==> src/hw/io_map_pkg.sv <==
package io_map_pkg;

  localparam int          NREG         = 48;
  localparam int          IDX_W        = 6;
  localparam logic [7:0]  IO_DS_OFFSET = 8'h20;
  localparam logic [7:0]  RESET_VALUE  = 8'h00;

  // indices used by the checks
  localparam logic [5:0]  IDX_GPIO_B_IN   = 6'h00;
  localparam logic [5:0]  IDX_GPIO_B_OUT  = 6'h02;
  localparam logic [5:0]  IDX_TIMER0_FLAG = 6'h0F;
  localparam logic [5:0]  IDX_FAST_CTRL_A = 6'h12;

  // data-space address of each register, in index order
  localparam logic [7:0] REG_ADDR [NREG] = '{
    8'h23, 8'h24, 8'h25, 8'h26, 8'h27, 8'h28, 8'h29, 8'h2A,
    8'h2B, 8'h2C, 8'h2D, 8'h2E, 8'h2F, 8'h30, 8'h31, 8'h35,
    8'h36, 8'hBF, 8'hC0, 8'hC1, 8'hC2, 8'hC3, 8'hC4, 8'hC5,
    8'hC6, 8'hC7, 8'hC8, 8'hC9, 8'hCA, 8'hCB, 8'hCC, 8'hCD,
    8'hCE, 8'hCF, 8'hD0, 8'hD1, 8'hD2, 8'hD4, 8'hD7, 8'hD8,
    8'hD9, 8'hDA, 8'hE0, 8'hE1, 8'hE2, 8'hE3, 8'hE4, 8'hE5
  };

  // bits held in flip-flops and written by software
  localparam logic [7:0] RW_MASK [NREG] = '{
    8'h00, 8'hFF, 8'hFF, 8'h00, 8'hC0, 8'hC0, 8'h00, 8'hFF,
    8'hFF, 8'h00, 8'h44, 8'h44, 8'h00, 8'hF3, 8'hF3, 8'h00,
    8'h00, 8'h07, 8'hFF, 8'hFF, 8'hFF, 8'hFF, 8'hFF, 8'hFD,
    8'hFF, 8'h00, 8'h03, 8'hFD, 8'hFF, 8'h03, 8'hFF, 8'h0F,
    8'hFF, 8'hFF, 8'hFF, 8'hFF, 8'hFF, 8'hFF, 8'h01, 8'hB1,
    8'h00, 8'h00, 8'h0F, 8'h00, 8'h7F, 8'hFF, 8'h00, 8'h00
  };

  // sticky event flags, set by hardware, cleared by writing one
  localparam logic [7:0] W1C_MASK [NREG] = '{
    8'h00, 8'h00, 8'h00, 8'h00, 8'h00, 8'h00, 8'h00, 8'h00,
    8'h00, 8'h00, 8'h00, 8'h00, 8'h00, 8'h00, 8'h00, 8'h07,
    8'h2F, 8'h00, 8'h00, 8'h00, 8'h00, 8'h00, 8'h00, 8'h00,
    8'h00, 8'h00, 8'h40, 8'h00, 8'h00, 8'h00, 8'h00, 8'h00,
    8'h00, 8'h00, 8'h00, 8'h00, 8'h00, 8'h00, 8'h00, 8'h00,
    8'h00, 8'h01, 8'h00, 8'h7F, 8'h00, 8'h00, 8'h00, 8'h00
  };

  // read-only bits that show a live hardware level
  localparam logic [7:0] HW_MASK [NREG] = '{
    8'hFF, 8'h00, 8'h00, 8'hC0, 8'h00, 8'h00, 8'hFF, 8'h00,
    8'h00, 8'h44, 8'h00, 8'h00, 8'hF3, 8'h00, 8'h00, 8'h00,
    8'h00, 8'h00, 8'h00, 8'h00, 8'h00, 8'h00, 8'h00, 8'h00,
    8'h00, 8'h03, 8'hBC, 8'h02, 8'h00, 8'h00, 8'h00, 8'h00,
    8'h00, 8'h00, 8'h00, 8'h00, 8'h00, 8'h00, 8'h00, 8'h00,
    8'h03, 8'h00, 8'h00, 8'h00, 8'h00, 8'h00, 8'hFF, 8'h07
  };

endpackage

==> src/hw/io_reg_bank.sv <==
`timescale 1ns/100ps

module io_reg_bank (
  input  wire logic        clk_sys_i,
  input  wire logic        srst_i,
  input  wire logic        io_rd_i,
  input  wire logic        io_wr_i,
  input  wire logic [5:0]  io_addr_i,
  input  wire logic        ds_rd_i,
  input  wire logic        ds_wr_i,
  input  wire logic [7:0]  ds_addr_i,
  input  wire logic        bit_set_i,
  input  wire logic        bit_clr_i,
  input  wire logic        tst_set_i,
  input  wire logic        tst_clr_i,
  input  wire logic [4:0]  bit_addr_i,
  input  wire logic [2:0]  bit_num_i,
  input  wire logic [7:0]  wdata_i,
  input  wire logic [7:0]  hw_level_i [io_map_pkg::NREG],
  input  wire logic [7:0]  hw_event_i [io_map_pkg::NREG],
  output logic      [7:0]  rdata_o,
  output logic             ack_o,
  output logic             err_o,
  output logic             skip_o,
  output logic      [7:0]  regs_o [io_map_pkg::NREG]
);

  // address search over the map; msb is the hit flag
  function automatic logic [6:0] find_index(input logic [7:0] addr);
    logic [6:0] res;
    res = 7'h00;
    for (int k = 0; k < io_map_pkg::NREG; k++) begin
      if (io_map_pkg::REG_ADDR[k] == addr) begin
        res = {1'b1, 6'(k)};
      end
    end
    return res;
  endfunction

  logic [7:0]  store_q [io_map_pkg::NREG];
  logic [7:0]  store_d [io_map_pkg::NREG];
  logic [7:0]  cur_w   [io_map_pkg::NREG];
  logic [7:0]  rdata_d;
  logic        ack_d;
  logic        err_d;
  logic        skip_d;

  wire         bit_op   = bit_set_i | bit_clr_i;
  wire         bit_tst  = tst_set_i | tst_clr_i;
  wire         bit_any  = bit_op | bit_tst;
  wire         io_sel   = !bit_any && (io_rd_i || io_wr_i);
  wire         ds_sel   = !bit_any && !io_sel && (ds_rd_i || ds_wr_i);
  wire         req_w    = bit_any | io_sel | ds_sel;

  // bit instructions carry only 5 address bits: window 0x00..0x1F
  wire  [7:0]  bit_da   = {3'h0, bit_addr_i} + io_map_pkg::IO_DS_OFFSET;
  // in/out carry 6 bits: I/O numbers 0x00..0x3F only
  wire  [7:0]  io_da    = {2'h0, io_addr_i} + io_map_pkg::IO_DS_OFFSET;
  // extended space is only reachable through the data-space port
  wire  [7:0]  acc_addr = bit_any ? bit_da : (io_sel ? io_da : ds_addr_i);

  wire  [6:0]  lookup   = find_index(acc_addr);
  wire         hit      = lookup[6];
  wire  [5:0]  idx      = lookup[5:0];
  wire  [7:0]  sel_val  = hit ? cur_w[idx] : 8'h00;
  wire  [7:0]  bit_mask = 8'h01 << bit_num_i;
  wire         sel_bit  = |(sel_val & bit_mask);

  wire         wr_req   = bit_op || (io_sel && io_wr_i) || (ds_sel && ds_wr_i);
  wire         wr_en    = hit && wr_req;

  // single-bit ops rebuild the full byte from what was read
  wire  [7:0]  bit_wv   = bit_set_i ? (sel_val | bit_mask) : (sel_val & ~bit_mask);
  wire  [7:0]  wv       = bit_op ? bit_wv : wdata_i;

  genvar gi;
  generate
    for (gi = 0; gi < io_map_pkg::NREG; gi++) begin : g_reg
      localparam logic [7:0] RW  = io_map_pkg::RW_MASK[gi];
      localparam logic [7:0] W1C = io_map_pkg::W1C_MASK[gi];
      localparam logic [7:0] HW  = io_map_pkg::HW_MASK[gi];

      wire        wr_hit = wr_en && (idx == 6'(gi));
      wire  [7:0] rw_nxt = (wr_hit ? wv : store_q[gi]) & RW;
      wire  [7:0] clr_w  = wr_hit ? (wv & W1C) : 8'h00;
      // hardware set wins over a same-cycle clear
      wire  [7:0] fl_nxt = (store_q[gi] & W1C & ~clr_w) | (hw_event_i[gi] & W1C);

      // reserved bits are neither stored nor driven: they read as zero
      assign cur_w[gi]   = (store_q[gi] & (RW | W1C)) | (hw_level_i[gi] & HW);
      assign store_d[gi] = rw_nxt | fl_nxt;
      assign regs_o[gi]  = store_q[gi];

      always_ff @(posedge clk_sys_i) begin
        if (srst_i) begin
          store_q[gi] <= io_map_pkg::RESET_VALUE;
        end else begin
          store_q[gi] <= store_d[gi];
        end
      end
    end
  endgenerate

  // answer path: one cycle after the request
  assign ack_d   = req_w;
  assign err_d   = req_w && !hit;
  assign rdata_d = (req_w && !bit_op && !bit_tst) ? sel_val : 8'h00;
  assign skip_d  = tst_set_i ? sel_bit : (tst_clr_i && hit && !sel_bit);

  always_ff @(posedge clk_sys_i) begin
    if (srst_i) begin
      rdata_o <= 8'h00;
      ack_o   <= 1'b0;
      err_o   <= 1'b0;
      skip_o  <= 1'b0;
    end else begin
      rdata_o <= rdata_d;
      ack_o   <= ack_d;
      err_o   <= err_d;
      skip_o  <= skip_d;
    end
  end

  // ---- checks ----

  wire [7:0] t0_flags = regs_o[io_map_pkg::IDX_TIMER0_FLAG];
  wire [7:0] pb_out   = regs_o[io_map_pkg::IDX_GPIO_B_OUT];
  wire [7:0] ctrl_a   = regs_o[io_map_pkg::IDX_FAST_CTRL_A];
  wire       only_io  = !bit_any && !ds_rd_i && !ds_wr_i;
  wire       only_ds  = !bit_any && !io_rd_i && !io_wr_i;
  wire       no_t0ev  = (hw_event_i[io_map_pkg::IDX_TIMER0_FLAG] == 8'h00);
  wire       any_req  = bit_any | io_rd_i | io_wr_i | ds_rd_i | ds_wr_i;
  // timer0 holds three flags
  wire [7:0] t0_ev    = hw_event_i[io_map_pkg::IDX_TIMER0_FLAG] & 8'h07;

  property p_w1c_clear;
    @(posedge clk_sys_i) disable iff (srst_i)
      io_wr_i && only_io && io_addr_i == 6'h15 && wdata_i[0] && no_t0ev
      |=> !t0_flags[0];
  endproperty
  a_w1c_clear: assert property (p_w1c_clear)
    else $error("flag not cleared by writing one");

  property p_w1c_zero_keeps;
    @(posedge clk_sys_i) disable iff (srst_i)
      io_wr_i && only_io && io_addr_i == 6'h15 && !wdata_i[1]
      |=> t0_flags[1] == $past(t0_flags[1]) || $past(hw_event_i[15][1]);
  endproperty
  a_w1c_zero_keeps: assert property (p_w1c_zero_keeps)
    else $error("flag changed by writing zero");

  property p_event_wins;
    @(posedge clk_sys_i) disable iff (srst_i)
      hw_event_i[15][2] |=> t0_flags[2] ##1 (t0_flags[2] || $past(wr_en));
  endproperty
  a_event_wins: assert property (p_event_wins)
    else $error("hardware event lost");

  property p_set_bit;
    @(posedge clk_sys_i) disable iff (srst_i)
      bit_set_i && bit_addr_i == 5'h05
      |=> pb_out == ($past(pb_out) | (8'h01 << $past(bit_num_i)));
  endproperty
  a_set_bit: assert property (p_set_bit)
    else $error("set-bit did not set exactly one bit");

  property p_clr_bit;
    @(posedge clk_sys_i) disable iff (srst_i)
      bit_clr_i && !bit_set_i && bit_addr_i == 5'h05
      |=> pb_out == ($past(pb_out) & ~(8'h01 << $past(bit_num_i)));
  endproperty
  a_clr_bit: assert property (p_clr_bit)
    else $error("clear-bit did not clear exactly one bit");

  property p_rmw_clears_flags;
    @(posedge clk_sys_i) disable iff (srst_i)
      (bit_set_i || bit_clr_i) && bit_addr_i == 5'h15 && no_t0ev
      |=> t0_flags == ($past(bit_set_i) ? 8'h00
                       : ($past(t0_flags) & (8'h01 << $past(bit_num_i))));
  endproperty
  a_rmw_clears_flags: assert property (p_rmw_clears_flags)
    else $error("bit op did not rewrite flags read as set");

  property p_skip_test;
    @(posedge clk_sys_i) disable iff (srst_i)
      tst_set_i && bit_addr_i == 5'h03
      |=> ack_o && skip_o == $past(hw_level_i[0][bit_num_i]);
  endproperty
  a_skip_test: assert property (p_skip_test)
    else $error("skip result does not match tested bit");

  property p_io_pin_read;
    @(posedge clk_sys_i) disable iff (srst_i)
      io_rd_i && only_io && io_addr_i == 6'h03
      |=> rdata_o == $past(hw_level_i[io_map_pkg::IDX_GPIO_B_IN]) && !err_o;
  endproperty
  a_io_pin_read: assert property (p_io_pin_read)
    else $error("I/O read of pin level wrong");

  property p_ds_offset;
    @(posedge clk_sys_i) disable iff (srst_i)
      ds_rd_i && only_ds && ds_addr_i == 8'h25
      |=> ack_o && !err_o && rdata_o == $past(pb_out);
  endproperty
  a_ds_offset: assert property (p_ds_offset)
    else $error("data-space view not at I/O number plus offset");

  property p_ext_store;
    @(posedge clk_sys_i) disable iff (srst_i)
      ds_wr_i && only_ds && ds_addr_i == 8'hC0
      |=> ctrl_a == $past(wdata_i) ##1 ctrl_a == $past(ctrl_a) || $past(wr_en);
  endproperty
  a_ext_store: assert property (p_ext_store)
    else $error("extended register store failed");

  property p_io_no_ext;
    @(posedge clk_sys_i) disable iff (srst_i)
      io_wr_i && only_io |=> ctrl_a == $past(ctrl_a);
  endproperty
  a_io_no_ext: assert property (p_io_no_ext)
    else $error("I/O write reached extended register");

  property p_unmapped_err;
    @(posedge clk_sys_i) disable iff (srst_i)
      io_rd_i && only_io && io_addr_i == 6'h00
      |=> ack_o && err_o && rdata_o == 8'h00;
  endproperty
  a_unmapped_err: assert property (p_unmapped_err)
    else $error("reserved location not answered as unmapped");

  property p_bit_op_no_data;
    @(posedge clk_sys_i) disable iff (srst_i)
      bit_set_i || bit_clr_i |=> ack_o && rdata_o == 8'h00;
  endproperty
  a_bit_op_no_data: assert property (p_bit_op_no_data)
    else $error("bit op returned read data");

  property p_bit_set_port_d;
    @(posedge clk_sys_i) disable iff (srst_i)
      bit_set_i && bit_addr_i == 5'h0B
      |=> regs_o[8] == ($past(regs_o[8]) | (8'h01 << $past(bit_num_i)));
  endproperty
  a_bit_set_port_d: assert property (p_bit_set_port_d)
    else $error("set-bit on port d latch wrong");

  property p_bit_op_keeps_others;
    @(posedge clk_sys_i) disable iff (srst_i)
      (bit_set_i || bit_clr_i) && bit_addr_i == 5'h05
      |=> regs_o[1] == $past(regs_o[1]) && regs_o[8] == $past(regs_o[8]);
  endproperty
  a_bit_op_keeps_others: assert property (p_bit_op_keeps_others)
    else $error("bit op touched another register");

  property p_test_reserved_err;
    @(posedge clk_sys_i) disable iff (srst_i)
      (tst_set_i || tst_clr_i) && bit_addr_i == 5'h00 |=> ack_o && err_o && !skip_o;
  endproperty
  a_test_reserved_err: assert property (p_test_reserved_err)
    else $error("bit test of reserved location not refused");

  property p_skip_clear;
    @(posedge clk_sys_i) disable iff (srst_i)
      tst_clr_i && !tst_set_i && bit_addr_i == 5'h03
      |=> ack_o && skip_o == !$past(hw_level_i[0][bit_num_i]);
  endproperty
  a_skip_clear: assert property (p_skip_clear)
    else $error("skip-if-clear result wrong");

  property p_test_no_write;
    @(posedge clk_sys_i) disable iff (srst_i)
      (tst_set_i || tst_clr_i) && !bit_set_i && !bit_clr_i
      |=> pb_out == $past(pb_out) && ctrl_a == $past(ctrl_a);
  endproperty
  a_test_no_write: assert property (p_test_no_write)
    else $error("bit test changed a register");

  property p_test_reads_latch;
    @(posedge clk_sys_i) disable iff (srst_i)
      tst_set_i && bit_addr_i == 5'h05 |=> skip_o == $past(pb_out[bit_num_i]);
  endproperty
  a_test_reads_latch: assert property (p_test_reads_latch)
    else $error("skip-if-set on latch wrong");

  property p_skip_only_tests;
    @(posedge clk_sys_i) disable iff (srst_i)
      !tst_set_i && !tst_clr_i |=> !skip_o;
  endproperty
  a_skip_only_tests: assert property (p_skip_only_tests)
    else $error("skip raised without a bit test");

  property p_test_no_data;
    @(posedge clk_sys_i) disable iff (srst_i)
      tst_set_i || tst_clr_i |=> ack_o && rdata_o == 8'h00;
  endproperty
  a_test_no_data: assert property (p_test_no_data)
    else $error("bit test returned read data");

  property p_w1c_ds_clear;
    @(posedge clk_sys_i) disable iff (srst_i)
      ds_wr_i && only_ds && ds_addr_i == 8'h35 && no_t0ev
      |=> t0_flags == ($past(t0_flags) & ~$past(wdata_i));
  endproperty
  a_w1c_ds_clear: assert property (p_w1c_ds_clear)
    else $error("store to flags did not clear exactly the ones written");

  property p_flag_holds;
    @(posedge clk_sys_i) disable iff (srst_i)
      !io_wr_i && !ds_wr_i && !bit_set_i && !bit_clr_i && no_t0ev
      |=> t0_flags == $past(t0_flags);
  endproperty
  a_flag_holds: assert property (p_flag_holds)
    else $error("flags changed without write or event");

  property p_event_sets;
    @(posedge clk_sys_i) disable iff (srst_i)
      t0_ev != 8'h00 |=> (t0_flags & $past(t0_ev)) == $past(t0_ev);
  endproperty
  a_event_sets: assert property (p_event_sets)
    else $error("hardware event did not set its flag");

  property p_io_write_lands;
    @(posedge clk_sys_i) disable iff (srst_i)
      io_wr_i && only_io && io_addr_i == 6'h05 |=> pb_out == $past(wdata_i);
  endproperty
  a_io_write_lands: assert property (p_io_write_lands)
    else $error("I/O write did not land");

  property p_io_high_unmapped;
    @(posedge clk_sys_i) disable iff (srst_i)
      (io_rd_i || io_wr_i) && only_io && io_addr_i == 6'h3F
      |=> ack_o && err_o && rdata_o == 8'h00;
  endproperty
  a_io_high_unmapped: assert property (p_io_high_unmapped)
    else $error("top I/O number not answered as unmapped");

  property p_ds_pin_view;
    @(posedge clk_sys_i) disable iff (srst_i)
      ds_rd_i && only_ds && ds_addr_i == 8'h23
      |=> ack_o && rdata_o == $past(hw_level_i[io_map_pkg::IDX_GPIO_B_IN]);
  endproperty
  a_ds_pin_view: assert property (p_ds_pin_view)
    else $error("data-space pin level view wrong");

  property p_ds_below_window;
    @(posedge clk_sys_i) disable iff (srst_i)
      (ds_rd_i || ds_wr_i) && only_ds && ds_addr_i == 8'h22
      |=> ack_o && err_o && rdata_o == 8'h00;
  endproperty
  a_ds_below_window: assert property (p_ds_below_window)
    else $error("reserved data address not answered as unmapped");

  property p_bit_no_ext;
    @(posedge clk_sys_i) disable iff (srst_i)
      bit_set_i || bit_clr_i |=> ctrl_a == $past(ctrl_a);
  endproperty
  a_bit_no_ext: assert property (p_bit_no_ext)
    else $error("bit op reached extended register");

  property p_ext_load;
    @(posedge clk_sys_i) disable iff (srst_i)
      ds_rd_i && only_ds && ds_addr_i == 8'hC0 |=> rdata_o == $past(ctrl_a) && !err_o;
  endproperty
  a_ext_load: assert property (p_ext_load)
    else $error("extended register load wrong");

  property p_idle_no_answer;
    @(posedge clk_sys_i) disable iff (srst_i)
      !any_req |=> !ack_o && !err_o && rdata_o == 8'h00;
  endproperty
  a_idle_no_answer: assert property (p_idle_no_answer)
    else $error("answer without a request");

  property p_io_read_no_write;
    @(posedge clk_sys_i) disable iff (srst_i)
      io_rd_i && !io_wr_i && only_io |=> pb_out == $past(pb_out);
  endproperty
  a_io_read_no_write: assert property (p_io_read_no_write)
    else $error("I/O read changed a register");

endmodule

==> config.mk <==
export PLATFORM = sky130hd
export DESIGN_NAME = io_reg_bank
export DESIGN_NICKNAME = d
export VERILOG_FILES = /design/src/hw/io_map_pkg.sv /design/src/hw/io_reg_bank.sv
export SDC_FILE = /design/constraint.sdc
export NUM_CORES = 1
export LEC_CHECK = 0
export BUFFER_PORTS_ARGS = -buffer_cell sky130_fd_sc_hd__buf_4
export CAP_MARGIN = 25
export CORE_AREA = 2 2 464 466
export CTS_CLUSTER_DIAMETER = 120
export CTS_CLUSTER_SIZE = 28
export DETAILED_ROUTE_END_ITERATION = 16
export DIE_AREA = 0 0 466 468
export SLEW_MARGIN = 10
export SYNTH_ARGS = -nofsm -noshare
export SYNTH_HDL_FRONTEND = slang
export SYNTH_SLANG_ARGS = --single-unit
==> constraint.sdc <==
create_clock -name clk_sys_i -period 3.97 [get_ports clk_sys_i]
set_input_delay 0 -clock clk_sys_i [delete_from_list [all_inputs] [get_ports clk_sys_i]]
set_output_delay 0 -clock clk_sys_i [all_outputs]
set_load 0.005 [all_outputs]
==> results.yml <==
yosys:
  yosys-top-cells-area: "dfxtp_1, a211oi_1, buf_4, nor2_1, nand2_1"
  synth-edff-count: 0
  synth_ff_type: "dfxtp_1"
  synth_top_area_cell: "dfxtp_1"
  synth_top_area_share_pct: 34.0
  synth.distinct_cells: 99
  yosysWarnings: 0
  synth_area_per_cell_sq_um: 8.00
  synthCells: 1771
  synth_area_sq_mm: 0.0142
  synthArstFlopShare_pct: 0
  synth.ff_latch_count: 241
  yosysSeqAreaShare_pct: 34.0
routing:
  wl_met1_um: 46100
  wl_met2_um: 59200
  drt_iter0_drc: 1682
  top_layer_used: "met5"
  met3_length_um: 11400
  drc: 0
  dr.pass1.iters: 5
  detail_route.wirelength_um: 125000
  drtAntennaViolNets: 0
  vias: 17500
  wl_per_cell_um: 23.6
  viasPerCell: 3.30
cts:
  clockBufferDepth: 3
  numCtsBuffers: 13
  cts_tree: "done"
  cts-htree-levels: 1
  insertion_delay_ns: 0.54
  cts_sinks: 241
  clk_pin_slew_ns: 0.13
  cts-root-buf: "clkbuf_16"
min_path:
  hp-class: "in -> reg"
  min_to: "store_q[45][6]"
  hold_start: "wdata_i[6]"
  holdPathStages: 4
placement:
  place_area_sq_mm: 0.0225
  pre_cts_slack_ns: -1.11
  dpl.hpwl_um: 105000
  gp_congestion: 0.983
  port_buffers: 344
  dp_cells: 5198
worst_setup_path:
  crit_buf_inv: 6
  crit_arrival_ns: 4.38
  crit_family: "compound AO/OA/AOI/OAI gates"
  startpoint_type: "primary input"
  r2r_end: "store_q[36][7]"
  critical_path_class: "in -> reg"
  ff2ff_path_depth: 10
  slowest_delay_ns: 0.57
  path_common_cell: "buf_12"
  worstPathCellList: "buf_12, or4bb_4, or4_4, a211oi_4, o2bb2ai_2, a31oi_2, buf_4, and4b_4, buf_12, buf_6, and4_1, o31ai_1, a211oi_4, a211oi_4, o31ai_4, a32oi_4, buf_12, buf_12, a211oi_1"
  r2r_start: "store_q[37][7]"
  r2r_setup_slack_ns: 1.00
  crit_slowest_cell: "or4bb_4"
  cp.required_ns: 4.33
  path_max_fanout: 17
  end_kind: "flop"
timing:
  hold_viol_final: 0
  slew_violations: 0
  slew_headroom_pct: 29.9
  setup_violations: 24
  hold_ws_ns: 0.0423
  fin_ws_ns: -0.0539
  finClkSkew_ns: 0.0455
  worst_pin_slew_ns: 1.04
  fmax_mhz: 249
  min_period_over_period_pct: 101
  min_period_ns: 4.02
  rsz0062_at_grt: "yes"
  finalSetupTns_ns: -0.705
global_route:
  grtUsageTotal_pct: 10.7
  grt_first_pass_wirelength_um: 158000
  grt_remaining_overflow: 0
  grt_pass1_vias: 16000
  grt_max_degree: 130
  antenna_found_initial: 40
status:
  status: "complete, but fails checks"
  violations: "setup timing"
power:
  power_mw: 6.74
  leakage_nw: 9.21
  power_density_mw_per_mm2: 267
  ir_drop_mv: 0.212
die:
  rows: 170
  dieArea_sq_mm: 0.218
  die_x_um: 466
  core-area_sq_mm: 0.213
  top_level_ports: 1203
  chipHeight_um: 468
  start_util_pct: 6.64
final_layout:
  final_common_cell: "buf_4"
  fin_util_pct: 11.8
  final_cells: 5297
  drive_gt1_share_pct: 42.6
  nets: 3262
  synthToLayoutAreaGrowth_pct: 78.0
  final_cell_area_sq_mm: 0.0252
  final_cell_mix: "buf_4, nor2_1, dfxtp_1"
flow_run:
  maxCapViolCount: 0
[report_power, final]
part	total, mW	switching, mW	internal, mW
Clock	1.55	0.930	0.624
Sequential	2.53	0.0726	2.46
Combinational	2.66	1.50	1.16
[worst min-delay path: cells and delay by family]
| family | cells | cell delay, ns |
|---|---|---|
| compound gates | 2 | 0.26 |
| buf+inv | 2 | 0.26 |
[what timing repair did]
action / in CTS / in global routing
setup endpoints to repair: 227 / 222
setup buffers: 19 / 32
gates resized for setup: 104 / 194
gates cloned: 2 / 9
hold buffers: 20 / 1
pin swaps: 29 / 55
hold endpoints to repair: 43 / 1
[registers in the layout (all words and copies together), names as in the netlist]
signal   flops
store_q    230
rdata_o      8
ack_o        1
err_o        1
skip_o       1
[metal layers]
metal	global-route usage, %	up-vias
met5	0	-
met4	4.65	14
met3	3.22	293
met2	18.6	1033
met1	12.0	8586
li1	-	7538
[area by class of cell]
cell class | count | area [sq um]
clock buffer | 14 | 329
fill | 24500 | 188000
antenna | 4 | 10.0
timing repair buffer | 815 | 7230
sequential | 241 | 4820
multi-input combinational | 1363 | 9160
clock inverter | 2 | 46.3
inverter | 20 | 75.1
tap | 2838 | 3550
[how the worst max path moves through the flow]
stage / cells past startpoint / slack [ns] / from / endpoint
after global routing: 23 / -0.14 / tst_clr_i / store_q[1][0]
after CTS: 23 / -0.001 / bit_set_i / store_q[16][5]
final: 19 / -0.05 / io_wr_i / store_q[33][0]
after floorplan: 19 / -0.0005 / bit_set_i / store_q[13][5]
after detailed placement: 20 / -1.11 / bit_set_i / store_q[19][1]
after global placement: 20 / -1.09 / bit_set_i / store_q[20][1]
[cell usage after synthesis, types with 9 or more instances]
master and number:
a21oi_1 60, nand2b_1 9, nor3_2 15, nand3_1 50, mux2_2 13, o21ai_0 56
dfxtp_1 241, a221oi_1 12, nand3b_1 10, buf_4 170, inv_1 19, o21a_1 17
nand2_1 138, o22ai_1 14, mux2i_1 36, clkbuf_1 70, o211ai_1 14, o31ai_1 14
buf_6 9, a31oi_1 17, a311oi_1 12, and3_1 27, nand4_1 17, nor2_1 284
nor3_1 43, buf_2 50, a211oi_1 172
[logic make-up after synthesis]
| kind of cell | Yosys count | synth area share, % |
|---|---|---|
| flops | 241 | 34.0 |
| other cells | 1 | 0.0265 |
| compound gates | 500 | 26.1 |
| mux | 52 | 3.89 |
| simple gates | 654 | 21.9 |
| buf+inv | 321 | 13.9 |
| fa+ha+maj | 1 | 0.0706 |
| xor+xnor | 1 | 0.0618 |
Power figures use the tool's default switching activity.
